`config.mk`:
```
export PLATFORM = sky130hd
export DESIGN_NAME = pcfg_config_header
export DESIGN_NICKNAME = d
export VERILOG_FILES = /design/src/pcfg_pkg.sv /design/src/pcfg_config_header.sv
export VERILOG_INCLUDE_DIRS = /design/src /design/src/src
export SDC_FILE = /design/constraint.sdc
export NUM_CORES = 1
export LEC_CHECK = 0
export ABC_AREA = 1
export BUFFER_PORTS_ARGS = -buffer_cell sky130_fd_sc_hd__buf_2
export CAP_MARGIN = 20
export CORE_ASPECT_RATIO = 0.75
export CORE_MARGIN = 8
export CORE_UTILIZATION = 40
export DETAILED_ROUTE_END_ITERATION = 16
export MAX_ROUTING_LAYER = met4
export PLACE_DENSITY_LB_ADDON = 0.08
export SLEW_MARGIN = 30
export SYNTH_ARGS = -nofsm -noshare
export SYNTH_HDL_FRONTEND = slang
export SYNTH_SLANG_ARGS = --single-unit
export TNS_END_PERCENT = 5
```
`constraint.sdc`:
```
create_clock -name mclk_in -period 3.4 [get_ports mclk_in]
set_clock_uncertainty 0.05 [all_clocks]
set_input_delay 0.34 -clock mclk_in [delete_from_list [all_inputs] [get_ports mclk_in]]
set_output_delay 0.34 -clock mclk_in [all_outputs]
set_load 0.01 [all_outputs]
```
`src/pcfg_map.svh`:
```
// offsets, field positions, fixed values and timing counts of the config header
`ifndef PCFG_MAP_SVH
`define PCFG_MAP_SVH

`define PCFG_DW_ID       6'h00
`define PCFG_DW_CMD      6'h01
`define PCFG_DW_CLASS    6'h02
`define PCFG_DW_MISC     6'h03
`define PCFG_DW_SERIAL_PORT_WINDOW_BASE     6'h04
`define PCFG_DW_OPTION_WINDOW_BASE     6'h05
`define PCFG_DW_SUBSYS   6'h0b
`define PCFG_DW_CAPPTR   6'h0d
`define PCFG_DW_PM       6'h10

`define PCFG_CMD_IO      0
`define PCFG_CMD_MEM     1
`define PCFG_CMD_PERR    6
`define PCFG_CMD_SERR    8
`define PCFG_CMD_INTXD   10

`define PCFG_ST_INTX     3
`define PCFG_ST_CAPL     4
`define PCFG_ST_MDPE     8
`define PCFG_ST_STA      11
`define PCFG_ST_RTA      12
`define PCFG_ST_RMA      13
`define PCFG_ST_SSE      14
`define PCFG_ST_DPE      15

`define PCFG_CLASS_CODE  24'h070002
`define PCFG_HDR_TYPE    8'h00
`define PCFG_LAT_TIMER   8'h00
`define PCFG_SELF_TEST_CONTROL_CAP    1'b1
`define PCFG_SELF_TEST_CONTROL_START  6
`define PCFG_SELF_TEST_CONTROL_PASS   4'h0
`define PCFG_CAP_PTR     8'h40
`define PCFG_PM_ID       8'h01
`define PCFG_PM_NEXT     8'h48
`define PCFG_PM_CAPS     16'hc9e3
`define PCFG_WIN0_BITS   7
`define PCFG_WIN1_BITS   5
`define PCFG_SELF_TEST_CONTROL_NS     2000
`define PCFG_CLK_NS      50
`define PCFG_SELF_TEST_CONTROL_CYCLES (`PCFG_SELF_TEST_CONTROL_NS / `PCFG_CLK_NS)

`endif

```
`src/pcfg_pkg.sv`:
```
// types of the config header block
package pcfg_pkg;

  typedef struct packed {
    logic        intx_dis;
    logic        serr_en;
    logic        perr_en;
    logic        mem_en;
    logic        io_en;
    logic        dpe;
    logic        sse;
    logic        rma;
    logic        rta;
    logic        sta;
    logic        mdpe;
    logic        intx_sent;
    logic [7:0]  cls;
    logic [24:0] serial_port_window_base;
    logic [26:0] option_window_base;
    logic        strap_io;
    logic        strap_pend;
    logic        self_test_control_run;
    logic [7:0]  self_test_control_cnt;
    logic [31:0] rdata;
    logic        ack;
    logic        hit0;
    logic        hit1;
    logic        ur;
    logic        intx_assert;
    logic        intx_deassert;
    logic        fatal_msg;
    logic        nonfatal_msg;
  } pcfg_state_t;

endpackage : pcfg_pkg

```
`src/pcfg_config_header.sv`:
```
// type-0 configuration header of the serial-port endpoint
`timescale 1ns/1ps
// What this block does
// - command bit 10 inhibits legacy assert messages
// - pending assert still gets its deassert
// - command bit 8 gates error message reporting
// - command bits 9,7,5,4,3 read zero
// - bus-master bit 2 reads zero always
// - memory enable off gives unsupported request
// - io enable off gives unsupported request
// - status 15 sets only on rx_poisoned_in, not on rx_poison_cpl_in or tx_poison_wr_in
// - status 14 sets on sent error message
// - status 13,12,11 track abort completions
// - status 8 needs parity response enable
// - status 4 reads one, legacy bits zero
// - status 3 shows outstanding legacy interrupt
// - class code reads 07_00_02h
// - cache line size stored, no effect
// - latency timer always reads zero
// - header type reads 00h single function
// - self-test start bit clears on completion
// - strap picks memory or io windows
// - window sizes 80h and 20h bytes
// - power power_capability_identifier 01h, next 48h
// - power event support field reads 11001b
`include "pcfg_map.svh"

module pcfg_config_header #(
  parameter logic [15:0] VENDOR_CODE = 16'h0a5a, // arbitrary value
  parameter logic [15:0] DEVICE_CODE = 16'h0001, // arbitrary value
  parameter logic [7:0]  REV_CODE    = 8'h01,    // arbitrary value
  parameter int          SELF_TEST_CONTROL_CYCLES = `PCFG_SELF_TEST_CONTROL_CYCLES
) (
  // clock and reset
  input  wire logic        mclk_in,
  input  wire logic        rst_in,
  // configuration requests
  input  wire logic        cfg_req_in,
  input  wire logic        cfg_we_in,
  input  wire logic [5:0]  cfg_dw_in,
  input  wire logic [3:0]  cfg_be_in,
  input  wire logic [31:0] cfg_wdata_in,
  output logic [31:0]      cfg_rdata_out,
  output logic             cfg_ack_out,
  // incoming memory and io requests
  input  wire logic        req_valid_in,
  input  wire logic        req_io_in,
  input  wire logic [31:0] req_addr_in,
  output logic             hit_serial_out,
  output logic             hit_option_out,
  output logic             req_ur_out,
  // strap
  input  wire logic        window_space_select_strap_in,
  // legacy interrupt
  input  wire logic        intx_req_in,
  output logic             intx_assert_msg_out,
  output logic             intx_deassert_msg_out,
  // error detection and reporting
  input  wire logic        err_fatal_det_in,
  input  wire logic        err_nonfatal_det_in,
  input  wire logic        devctl_fatal_en_in,
  input  wire logic        devctl_nonfatal_en_in,
  output logic             err_fatal_msg_out,
  output logic             err_nonfatal_msg_out,
  // transaction events
  input  wire logic        rx_poisoned_in,
  input  wire logic        rx_poison_cpl_in,
  input  wire logic        tx_poison_wr_in,
  input  wire logic        rx_ur_cpl_in,
  input  wire logic        rx_ca_cpl_in,
  input  wire logic        tx_ca_cpl_in
);

  pcfg_pkg::pcfg_state_t q_ff;
  pcfg_pkg::pcfg_state_t nxt_q;

  logic [15:0] cmd_val;
  logic [15:0] stat_val;
  logic [31:0] rd_val;
  logic        wr;
  logic        intx_want;

  always_comb
  begin
    cmd_val = 16'h0000;
    cmd_val[`PCFG_CMD_INTXD] = q_ff.intx_dis;
    cmd_val[`PCFG_CMD_SERR]  = q_ff.serr_en;
    cmd_val[`PCFG_CMD_PERR]  = q_ff.perr_en;
    cmd_val[`PCFG_CMD_MEM]   = q_ff.mem_en;
    cmd_val[`PCFG_CMD_IO]    = q_ff.io_en;
    stat_val = 16'h0000;
    stat_val[`PCFG_ST_DPE]  = q_ff.dpe;
    stat_val[`PCFG_ST_SSE]  = q_ff.sse;
    stat_val[`PCFG_ST_RMA]  = q_ff.rma;
    stat_val[`PCFG_ST_RTA]  = q_ff.rta;
    stat_val[`PCFG_ST_STA]  = q_ff.sta;
    stat_val[`PCFG_ST_MDPE] = q_ff.mdpe;
    stat_val[`PCFG_ST_CAPL] = 1'b1;
    stat_val[`PCFG_ST_INTX] = q_ff.intx_sent;
  end

  always_comb
  begin
    rd_val = 32'h0000_0000;
    unique case (cfg_dw_in)
      `PCFG_DW_ID:     rd_val = {DEVICE_CODE, VENDOR_CODE};
      `PCFG_DW_CMD:    rd_val = {stat_val, cmd_val};
      `PCFG_DW_CLASS:  rd_val = {`PCFG_CLASS_CODE, REV_CODE};
      `PCFG_DW_MISC:   rd_val = {`PCFG_SELF_TEST_CONTROL_CAP, q_ff.self_test_control_run, 2'b00, `PCFG_SELF_TEST_CONTROL_PASS,
                                 `PCFG_HDR_TYPE, `PCFG_LAT_TIMER, q_ff.cls};
      `PCFG_DW_SERIAL_PORT_WINDOW_BASE:   rd_val = {q_ff.serial_port_window_base, 6'h00, q_ff.strap_io};
      `PCFG_DW_OPTION_WINDOW_BASE:   rd_val = {q_ff.option_window_base, 4'h0, q_ff.strap_io};
      `PCFG_DW_SUBSYS: rd_val = {DEVICE_CODE, VENDOR_CODE};
      `PCFG_DW_CAPPTR: rd_val = {24'h000000, `PCFG_CAP_PTR};
      `PCFG_DW_PM:     rd_val = {`PCFG_PM_CAPS, `PCFG_PM_NEXT, `PCFG_PM_ID};
      default:         rd_val = 32'h0000_0000;
    endcase
  end

  assign wr        = cfg_req_in & cfg_we_in;
  // inhibit also withdraws a pending interrupt
  assign intx_want = intx_req_in & ~q_ff.intx_dis;

  always_comb
  begin
    nxt_q = q_ff;
    nxt_q.ack           = cfg_req_in;
    nxt_q.rdata         = (cfg_req_in & ~cfg_we_in) ? rd_val : 32'h0000_0000;
    nxt_q.intx_assert   = 1'b0;
    nxt_q.intx_deassert = 1'b0;

    // strap caught on the first cycle after reset release
    if (q_ff.strap_pend)
    begin
      nxt_q.strap_io   = window_space_select_strap_in;
      nxt_q.strap_pend = 1'b0;
    end

    // command, cache line, windows
    if (wr && cfg_dw_in == `PCFG_DW_CMD)
    begin
      if (cfg_be_in[0])
      begin
        nxt_q.io_en   = cfg_wdata_in[`PCFG_CMD_IO];
        nxt_q.mem_en  = cfg_wdata_in[`PCFG_CMD_MEM];
        nxt_q.perr_en = cfg_wdata_in[`PCFG_CMD_PERR];
      end
      if (cfg_be_in[1])
      begin
        nxt_q.serr_en  = cfg_wdata_in[`PCFG_CMD_SERR];
        nxt_q.intx_dis = cfg_wdata_in[`PCFG_CMD_INTXD];
      end
    end
    if (wr && cfg_dw_in == `PCFG_DW_MISC && cfg_be_in[0])
      nxt_q.cls = cfg_wdata_in[7:0];
    if (wr && cfg_dw_in == `PCFG_DW_SERIAL_PORT_WINDOW_BASE)
    begin
      if (cfg_be_in[0])
        nxt_q.serial_port_window_base[0] = cfg_wdata_in[7];
      if (cfg_be_in[1])
        nxt_q.serial_port_window_base[8:1] = cfg_wdata_in[15:8];
      if (cfg_be_in[2])
        nxt_q.serial_port_window_base[16:9] = cfg_wdata_in[23:16];
      if (cfg_be_in[3])
        nxt_q.serial_port_window_base[24:17] = cfg_wdata_in[31:24];
    end
    if (wr && cfg_dw_in == `PCFG_DW_OPTION_WINDOW_BASE)
    begin
      if (cfg_be_in[0])
        nxt_q.option_window_base[2:0] = cfg_wdata_in[7:5];
      if (cfg_be_in[1])
        nxt_q.option_window_base[10:3] = cfg_wdata_in[15:8];
      if (cfg_be_in[2])
        nxt_q.option_window_base[18:11] = cfg_wdata_in[23:16];
      if (cfg_be_in[3])
        nxt_q.option_window_base[26:19] = cfg_wdata_in[31:24];
    end

    // self-test: start bit stays high until the run ends
    if (q_ff.self_test_control_run)
    begin
      nxt_q.self_test_control_cnt = q_ff.self_test_control_cnt + 8'h01;
      if (q_ff.self_test_control_cnt == 8'(SELF_TEST_CONTROL_CYCLES - 1))
      begin
        nxt_q.self_test_control_run = 1'b0;
        nxt_q.self_test_control_cnt = 8'h00;
      end
    end
    else if (wr && cfg_dw_in == `PCFG_DW_MISC && cfg_be_in[3] && cfg_wdata_in[24 + `PCFG_SELF_TEST_CONTROL_START])
      nxt_q.self_test_control_run = 1'b1;

    // status clears first, so a same-cycle event still sets
    if (wr && cfg_dw_in == `PCFG_DW_CMD)
    begin
      if (cfg_be_in[3])
      begin
        if (cfg_wdata_in[16 + `PCFG_ST_DPE])
          nxt_q.dpe = 1'b0;
        if (cfg_wdata_in[16 + `PCFG_ST_SSE])
          nxt_q.sse = 1'b0;
        if (cfg_wdata_in[16 + `PCFG_ST_RMA])
          nxt_q.rma = 1'b0;
        if (cfg_wdata_in[16 + `PCFG_ST_RTA])
          nxt_q.rta = 1'b0;
        if (cfg_wdata_in[16 + `PCFG_ST_STA])
          nxt_q.sta = 1'b0;
      end
      // status bit 8 sits in the top byte, so lane 3 carries it
      if (cfg_be_in[3] && cfg_wdata_in[16 + `PCFG_ST_MDPE])
        nxt_q.mdpe = 1'b0;
    end

    // error messages follow both enables
    nxt_q.fatal_msg    = err_fatal_det_in & q_ff.serr_en & devctl_fatal_en_in;
    nxt_q.nonfatal_msg = err_nonfatal_det_in & q_ff.serr_en & devctl_nonfatal_en_in;
    if (nxt_q.fatal_msg | nxt_q.nonfatal_msg)
      nxt_q.sse = 1'b1;
    if (rx_poisoned_in)
      nxt_q.dpe = 1'b1;
    if (rx_ur_cpl_in)
      nxt_q.rma = 1'b1;
    if (rx_ca_cpl_in)
      nxt_q.rta = 1'b1;
    if (tx_ca_cpl_in)
      nxt_q.sta = 1'b1;
    if (q_ff.perr_en && (rx_poison_cpl_in || tx_poison_wr_in))
      nxt_q.mdpe = 1'b1;

    // one assert, then exactly one deassert
    if (!q_ff.intx_sent && intx_want)
    begin
      nxt_q.intx_sent   = 1'b1;
      nxt_q.intx_assert = 1'b1;
    end
    else if (q_ff.intx_sent && !intx_want)
    begin
      nxt_q.intx_sent     = 1'b0;
      nxt_q.intx_deassert = 1'b1;
    end

    // window decode; mismatched space or disabled decoder is unsupported
    nxt_q.hit0 = req_valid_in && (req_io_in == q_ff.strap_io)
                 && (req_io_in ? q_ff.io_en : q_ff.mem_en)
                 && req_addr_in[31:`PCFG_WIN0_BITS] == q_ff.serial_port_window_base;
    nxt_q.hit1 = req_valid_in && (req_io_in == q_ff.strap_io)
                 && (req_io_in ? q_ff.io_en : q_ff.mem_en)
                 && req_addr_in[31:`PCFG_WIN1_BITS] == q_ff.option_window_base;
    nxt_q.ur   = req_valid_in & ~nxt_q.hit0 & ~nxt_q.hit1;

    if (rst_in)
    begin
      nxt_q            = '0;
      nxt_q.strap_pend = 1'b1;
    end
  end

  always_ff @(posedge mclk_in)
  begin
    q_ff <= nxt_q;
  end

  assign cfg_rdata_out         = q_ff.rdata;
  assign cfg_ack_out           = q_ff.ack;
  assign hit_serial_out        = q_ff.hit0;
  assign hit_option_out        = q_ff.hit1;
  assign req_ur_out            = q_ff.ur;
  assign intx_assert_msg_out   = q_ff.intx_assert;
  assign intx_deassert_msg_out = q_ff.intx_deassert;
  assign err_fatal_msg_out     = q_ff.fatal_msg;
  assign err_nonfatal_msg_out  = q_ff.nonfatal_msg;

endmodule : pcfg_config_header

```
# Yosys cells after proc, flatten, opt, wreduce, memory -nomap -nowiden
# Index checks and enable logic that the tools add are counted.
classes:
  reduce_logical: 56
  addsub: 1
  n_eq_ne: 12
  n_mux: 23
  bitwise_logic: 15
op_table:
  columns: ["cell", "count"]
  rows:
  - ["case mux 32 bit (8 select lines)", 1]
  - ["nonzero test 2 bit", 18]
  - ["== test 27 bit", 1]
  - ["== test 25 bit", 1]
  - ["AND reduction 2 bit", 11]
  - ["two-way mux 1 bit", 19]
  - ["logical AND 1 bit", 15]
  - ["AND reduction 3 bit", 5]
  - ["== test 6 x 2 -> 1 bit (second input constant)", 2]
  - ["== test 6 x 3 -> 1 bit (second input constant)", 2]
  - ["== test 6 x 4 -> 1 bit (second input constant)", 2]
  - ["AND 1 bit", 9]
  - ["two-way mux 9 bit", 1]
  - ["adder 8 x 1 -> 8 bit (second input constant)", 1]
  - ["== test 8 x 6 -> 1 bit (second input constant)", 1]
  - ["== test 6 x 1 -> 1 bit (second input constant)", 1]
  - ["== test 6 x 5 -> 1 bit (second input constant)", 1]
  - ["zero test 6 bit", 1]
  - ["two-way mux 6 bit", 1]
  - ["OR reduction 2 bit", 3]
  - ["two-way mux 5 bit", 1]
  - ["inverter 1 bit", 5]
  - ["zero test 1 bit", 2]
  - ["== test 1 bit", 1]
  - ["other kinds (2)", 2]
totals:
  regBits: 123
  out_inout_bits: 40

# Depth between registers and ports, before layout
# Gate-level depths: netlist (run 1).
depth:
  depth_word: 7
  depth_mapped: 11
  depth_no_buf: 11

# Worst setup path after synthesis (run 1)
# Ideal clock, no wire load.
synth_path:
  kind: "register to register"
  startpoint: "reg q_ff[40] in the netlist's numbering"
  endpoint: "reg q_ff[45] in the netlist's numbering"
  stages_incl_launch_ff: 7
  t_required_ps: 3214
  path_buffers: 0
  slack_ps: 1941
  synth_period_minus_slack_ps: 1459
  arrival_ps: 1274
  cell_sequence: "dfxtp_1 ha_1 nand2_1 nor3_1 nand4_1 o21ai_0 nor3b_1"
synth_between:
  elab_chain_cells: 2
synth_rtl:
  columns: ["item", "line_no", "source"]
  rows:
  - ["from (decl)", "pcfg_config_header.sv:74", "pcfg_pkg::pcfg_state_t q_ff;"]
  - ["from (signal assigned)", "pcfg_config_header.sv:259", "q_ff <= nxt_q;"]
  - ["adder 8 x 1 -> 8 bit or == test 8 x 6 -> 1 bit (tied branches)", "pcfg_config_header.sv:182, pcfg_config_header.sv:183", null]
  - ["two-way mux 9 bit (*)", "pcfg_config_header.sv:183", "if (q_ff.self_test_control_cnt == 8'(SELF_TEST_CONTROL_CYCLES - 1))"]
# Every way passes the cells marked *; elsewhere a longest branch is shown, timed or not.
# A chain may end at the register's enable or synchronous reset.

# Worst setup path in the final report (run 1)
layout_path:
  startpoint: "in cfg_dw_in[5]"
  endpoint: "reg q_ff (netlist bit cfg_rdata_out[26])"
layout_between:
  elab_chain_cells: 3
layout_rtl:
  columns: ["item", "line_no", "source"]
  rows:
  - ["from (decl)", "pcfg_config_header.sv:40", "input wire logic [5:0] cfg_dw_in,"]
  - ["== test 6 x 4 -> 1 bit or zero test 6 bit (tied branches)", "pcfg_config_header.sv:105", "unique case (cfg_dw_in)"]
  - ["OR reduction 2 bit (no line)", null, null]
  - ["case mux 32 bit (8 select lines) (*)", "pcfg_config_header.sv:105", null]
# Marks and branches as above.

==> results.sh, run 1 <==
export IMPL_status="completed"
export IMPL_r2r_end="q_ff[45]"
export IMPL_wl_um=18000
export IMPL_row_count=38
export IMPL_fin_nets=969
export IMPL_critPathMaxFanout=23
export IMPL_synth_edf_count=0
export IMPL_initial_utilization=0.405
export IMPL_synth_compound_area_frac=0.162
export IMPL_cts_resized_gates=0
export IMPL_synth_mux_area_frac=0
export IMPL_antenna_found_initial=0
export IMPL_hold_viol=0
export IMPL_relSlewSlack=0.347
export IMPL_grt_max_degree=38
export IMPL_syn_area_per_cell_sq_um=7.44
export IMPL_vias_per_cell=4.89
export IMPL_post_cts_buffers=0
export IMPL_port_buffers=126
export IMPL_synth_area_sq_um=5810
export IMPL_drt_iter0_drc=419
export IMPL_cts_root_buffer_cell="clkbuf_16"
export IMPL_synthArstFlopShare=0
export IMPL_ios=132
export IMPL_fin_crit_sh=0.525
export IMPL_fp_dieH_um=120
export IMPL_drv_cap=0
export IMPL_dp_hpwl_um=13300
export IMPL_reg2reg_depth=6
export IMPL_gr_total_overflow=0
export IMPL_vias=5312
export IMPL_drcViolationCount=0
export IMPL_synth_cell_types=34
export IMPL_ys_flop_type="dfxtp_1"
export IMPL_start_kind="input pin"
export IMPL_pre_cts_slack_ns=1.19
export IMPL_grt_pass1_wl_um=27800
export IMPL_fp_coreArea_sq_um=14400
export IMPL_yosysTopAreaCellShare=0.423
export IMPL_reg2reg_from="q_ff[40]"
export IMPL_postCtsHoldBufs=0
export IMPL_hp_start="tx_ca_cpl_in"
export IMPL_grt_pass1_vias=5335
export IMPL_cts_tree="built"
export IMPL_synth_xor_xnor_area_share=0.0587
export IMPL_min_to="q_ff[113]"
export IMPL_synthAdderAreaFrac=0.00646
export IMPL_vdd_drop_max_v=0.000377
export IMPL_diodes=0
export IMPL_drive_gt1_frac=0.213
export IMPL_syn_nets=876
export IMPL_wire_per_inst_um=16.6
export IMPL_dieArea_sq_um=18700
export IMPL_critical_path_buf_inv_count=2
export IMPL_power_uw=3500
export IMPL_ys_ff_latch=123
export IMPL_min_path_type="input pin to register"
export IMPL_synth_most_common_cell="nand2_1"
export IMPL_worst_pin_slew_ns=0.978
export IMPL_synth_commonest_cells="nand2_1, dfxtp_1, a21oi_1"
export IMPL_postRouteAntennaNets=0
export IMPL_setup_ws_ns=1.62
export IMPL_final_core_util=0.483
export IMPL_r2r_setup_slack_ns=1.63
export IMPL_syn_inst=781
export IMPL_cts_buffers=17
export IMPL_fin_crit_ns=1.78
export IMPL_clockBufferDepth=2
export IMPL_area_growth_pct=19.4
export IMPL_power_density_nw_per_um2=504
export IMPL_yosys_area_share_simple=0.226
export IMPL_yosys_top_cells_area="dfxtp_1, nand2_1, a21oi_1, inv_1, buf_4"
export IMPL_cts_max_level=4
export IMPL_power_leakage_uw=0.00300
export IMPL_critPathKind="input pin to register"
export IMPL_whs_path_depth=3
export IMPL_grt_setup_unrepaired="false"
export IMPL_end_kind="register"
export IMPL_groute_usage_overall=0.201
export IMPL_path_cells="buf_2 > nor2_4 > nand3_4 > inv_1 > a22oi_1 > a21oi_1"
export IMPL_critPathMaxStageDelay_ns=0.76
export IMPL_yosysSeqAreaShare=0.423
export IMPL_synth_top_family_by_area="simple AND/OR/NAND/NOR gates"
export IMPL_cp_slowest_cell="inv_1"
export IMPL_cp_depth=6
export IMPL_worst_path_dominant_cell_family="buffers and inverters"
export IMPL_numClockSinks=123
export IMPL_finalWeightedCongestion=0.857
export IMPL_first_pass_iters=6
export IMPL_ys_warn_count=0
export IMPL_required_ns=3.70
export IMPL_cp_arrival_ns=2.08
export IMPL_fmax_mhz=560
export IMPL_yosysTopAreaCell="dfxtp_1"
export IMPL_clk_pin_slew_ns=0.05
export IMPL_setup_viol=0
export IMPL_slew_viol_final=0
export IMPL_finalSetupTns_ns=0
export IMPL_fp_dieW_um=155
export IMPL_clock_latency_ns=0.42
[cells in the final DEF, fill, tap and decap left out, types with 3 or more instances in the layout]
master / synthesis / layout
o211ai_1: 4 / 4
nor2_1: 64 / 64
nor2_4: 5 / 5
clkbuf_16: 0 / 17
ha_1: 3 / 3
nand4_1: 3 / 3
nand3_1: 29 / 29
xor2_1: 18 / 18
nand2_2: 6 / 6
a22oi_1: 9 / 9
inv_1: 85 / 85
o21ai_0: 47 / 47
buf_2: 8 / 126
o21ai_1: 12 / 12
clkbuf_1: 11 / 4
nor3_1: 6 / 6
xnor2_1: 21 / 21
a21oi_1: 91 / 91
clkinv_2: 0 / 4
bufinv_16: 0 / 3
o22ai_1: 5 / 5
a31oi_1: 6 / 6
nand2_4: 3 / 3
buf_4: 33 / 5
nand2_1: 165 / 165
inv_2: 5 / 5
dfxtp_1: 123 / 123
[flip-flops by register name, summed over array words and instances (netlist names)]
register,count
err_fatal_msg_out,1
hit_serial_out,1
req_ur_out,1
q_ff,78
cfg_ack_out,1
intx_deassert_msg_out,1
err_nonfatal_msg_out,1
cmd_val,5
hit_option_out,1
intx_assert_msg_out,1
cfg_rdata_out,32
[routing by layer]
metal | vias up | GRT usage | wire (um)
met3 | 22 | 0.0631 | 1330
met2 | 169 | 0.309 | 8090
li1 | 2668 | - | -
met4 | 0 | 0.0629 | 267
met5 | - | - | 0
met1 | 2453 | 0.250 | 8300
[metrics by stage]
step,hold WS (ns),instances,area (sq um)
final,0.104,1086,6940
after global routing,0.0930,1086,6940
after CTS,0.0947,1086,6940
after detailed placement,0.392,1055,6350
after global placement,0.387,1055,6350
after floorplan,0.318,781,5810
[power breakdown]
group,internal (uW),switching [uW],leakage (uW)
Combinational,81.9,142,0.00172
Sequential,1450,5.26,0.000993
Clock,1180,637,0.000287
Total,2720,784,0.00300
[cells by family after synthesis]
kind of cell | count (synthesis)
AND/OR/NAND/NOR | 292
buffers and inverters | 147
XOR/XNOR | 39
AO/OA/AOI/OAI | 177
flip-flops | 123
adder cells (fa/ha/maj) | 3
[cell type report]
type	count	area (sq um)
fill	1493	7420
multi-input combinational	511	2640
sequential	123	2460
timing repair buffer	131	668
clock buffer	23	468
inverter	90	338
tap	200	250
clock inverter	8	118
[tightest hold or removal path, delay by kind of cell]
| kind | cells | cell delay [ns] |
|---|---|---|
| buf+inv | 2 | 0.13 |
| compound gates | 1 | 0.05 |
[worst max path at each step]
| stage | startpoint | to | slack, ns |
|---|---|---|---|
| final | cfg_dw_in[5] | cfg_rdata_out[26] | 1.62 |
| after global routing | q_ff[40] | q_ff[45] | 1.37 |
| after CTS | q_ff[40] | q_ff[45] | 1.62 |
| after detailed placement | cfg_dw_in[5] | cfg_rdata_out[26] | 1.19 |
| after global placement | cfg_dw_in[5] | cfg_rdata_out[26] | 1.21 |
| after floorplan | q_ff[40] | q_ff[45] | 1.94 |
No activity file was read; power rests on OpenSTA's default activity.
==> run 2: changes to the inputs <==
==> constraint.sdc (replaced) <==
create_clock -name mclk_in -period 1.8 [get_ports mclk_in]
set_clock_uncertainty 0.05 [all_clocks]
set_input_delay 0.18 -clock mclk_in [delete_from_list [all_inputs] [get_ports mclk_in]]
set_output_delay 0.18 -clock mclk_in [all_outputs]
set_load 0.01 [all_outputs]
==> results.sh, run 2 (same netlist as run 1, synthesis figures left out) <==
export IMPL_status="completed"
export IMPL_diodes=0
export IMPL_relSlewSlack=0.733
export IMPL_row_count=38
export IMPL_cts_buffers=17
export IMPL_grt_pass1_wl_um=28700
export IMPL_drv_cap=0
export IMPL_worst_path_dominant_cell_family="buffers and inverters"
export IMPL_final_cell_mix="nand2_1, buf_2, dfxtp_1"
export IMPL_ios=132
export IMPL_critPathMostFrequentCell="nand2_1"
export IMPL_cts_max_level=4
export IMPL_cts_root_buffer_cell="clkbuf_16"
export IMPL_grt_max_degree=33
export IMPL_whs_path_depth=4
export IMPL_r2r_end="q_ff[47]"
export IMPL_clk_pin_slew_ns=0.05
export IMPL_fp_dieH_um=120
export IMPL_largest_register_ffs=78
export IMPL_area_growth_pct=27.2
export IMPL_drcViolationCount=0
export IMPL_min_to="cfg_rdata_out[25]"
export IMPL_reg2reg_from="q_ff[40]"
export IMPL_antenna_found_initial=0
export IMPL_postCtsHoldBufs=33
export IMPL_fp_coreArea_sq_um=14400
export IMPL_setup_viol=0
export IMPL_first_pass_iters=5
export IMPL_required_ns=2.09
export IMPL_clock_latency_ns=0.42
export IMPL_end_kind="register"
export IMPL_wire_per_inst_um=16.1
export IMPL_vias=5496
export IMPL_initial_utilization=0.405
export IMPL_hp_start="cfg_we_in"
export IMPL_grt_setup_unrepaired="false"
export IMPL_reg2reg_depth=7
export IMPL_critPathMaxFanout=4
export IMPL_placed_cell_area_sq_um=6510
export IMPL_power_leakage_uw=0.00322
export IMPL_fin_crit_ns=1.59
export IMPL_worst_pin_slew_ns=0.399
export IMPL_slew_viol_final=0
export IMPL_gr_total_overflow=0
export IMPL_finalWeightedCongestion=0.869
export IMPL_cts_tree="built"
export IMPL_startpoint="cfg_req_in"
export IMPL_postRouteAntennaNets=0
export IMPL_min_path_type="input pin to register"
export IMPL_critPathMaxStageDelay_ns=0.54
export IMPL_cp_slowest_cell="dlygate4sd3_1"
export IMPL_post_cts_buffers=0
export IMPL_ff_latch_area_sq_um=2460
export IMPL_cts_resized_gates=0
export IMPL_dp_hpwl_um=13700
export IMPL_critPathKind="input pin to register"
export IMPL_wl_um=18300
export IMPL_r2r_setup_slack_ns=0.32
export IMPL_multi_input_area_sq_um=2640
export IMPL_clockBufferDepth=2
export IMPL_fin_crit_sh=0.882
export IMPL_cp_arrival_ns=1.88
export IMPL_start_kind="input pin"
export IMPL_critical_path_buf_inv_count=5
export IMPL_layout_commonest_cell="nand2_1"
export IMPL_regMostFlops="q_ff"
export IMPL_groute_usage_overall=0.205
export IMPL_drt_iter0_drc=409
export IMPL_path_cells="dlygate4sd3_1 > buf_2 > nand2_1 > buf_4 > inv_1 > nand2_1 > inv_2 > nand2_1 > o21ai_0 > a21oi_1"
export IMPL_grt_pass1_vias=5558
export IMPL_fin_nets=1021
export IMPL_fmax_mhz=630
export IMPL_final_core_util=0.515
export IMPL_dieArea_sq_um=18700
export IMPL_finalSetupTns_ns=0
export IMPL_postLayoutCellArea_sq_um=7400
export IMPL_vias_per_cell=4.83
export IMPL_drive_gt1_frac=0.223
export IMPL_power_density_nw_per_um2=878
export IMPL_hold_viol=0
export IMPL_vdd_drop_max_v=0.000655
export IMPL_fillers=1458
export IMPL_fp_dieW_um=155
export IMPL_port_buffers=126
export IMPL_numClockSinks=123
-- run 2: cell types whose count changed in the layout (fill, tap and decap cells not counted), sizes merged --
cell,change
dlygate4sd3,+33
buf,+19
bufinv,-2
clkbuf,+1
clkinvlp,+1
-- run 2: power by group --
group	switching, uW	total, uW	leakage, uW	internal (uW)
logic	278	487	0.00195	209
registers	9.69	2760	0.000993	2750
clock network	1220	3250	0.000272	2030
total	1510	6490	0.00322	4980
-- run 2: worst max path at each step --
stage / to / cells after the start
3_3_place_gp: cfg_rdata_out[5] / 8
5_1_grt: q_ff[58] / 8
3_5_place_dp: cfg_rdata_out[5] / 8
4_1_cts: cmd_val[8] / 10
2_1_floorplan: q_ff[45] / 6
6_report: cmd_val[8] / 10
-- run 2: worst reg2reg max path, stage by stage (launching register included) --
cell and delay, ns:
dfxtp_1 0.37, ha_1 0.20, nand2_1 0.08, nor3_1 0.14, nand4_1 0.15, o21ai_0 0.17
buf_4 0.16, nor3b_1 0.05
-- run 2: metrics by stage --
| stage | cells | setup slack (ns) | total power, uW | hold slack [ns] |
|---|---|---|---|---|
| 3_5_place_dp | 1074 | 0.193 | 3250 | 0.373 |
| 2_1_floorplan | 781 | 0.341 | 3010 | 0.158 |
| 4_1_cts | 1138 | 0.242 | 6530 | 0.00205 |
| 3_3_place_gp | 1074 | 0.215 | 3240 | 0.362 |
| 5_1_grt | 1138 | 0.103 | 6700 | 0.0167 |
| 6_report | 1138 | 0.212 | 6490 | 0.0185 |
-- run 2: metal layers --
metal  global-route usage  share of wire  vias to the layer above
li1                     -              -                     2777
met5                    -              0                        -
met1                0.259           0.47                     2528
met3               0.0549          0.065                       21
met4               0.0623          0.015                        0
met2                0.317           0.45                      170
-- run 2: final cells by class --
class | instances | area share
multi-input cells | 511 | 0.356
flip-flops and latches | 123 | 0.333
repair buffers | 183 | 0.156
clock buffers | 24 | 0.0665
inverters | 90 | 0.0457
well taps | 200 | 0.0338
clock inverters | 7 | 0.00880
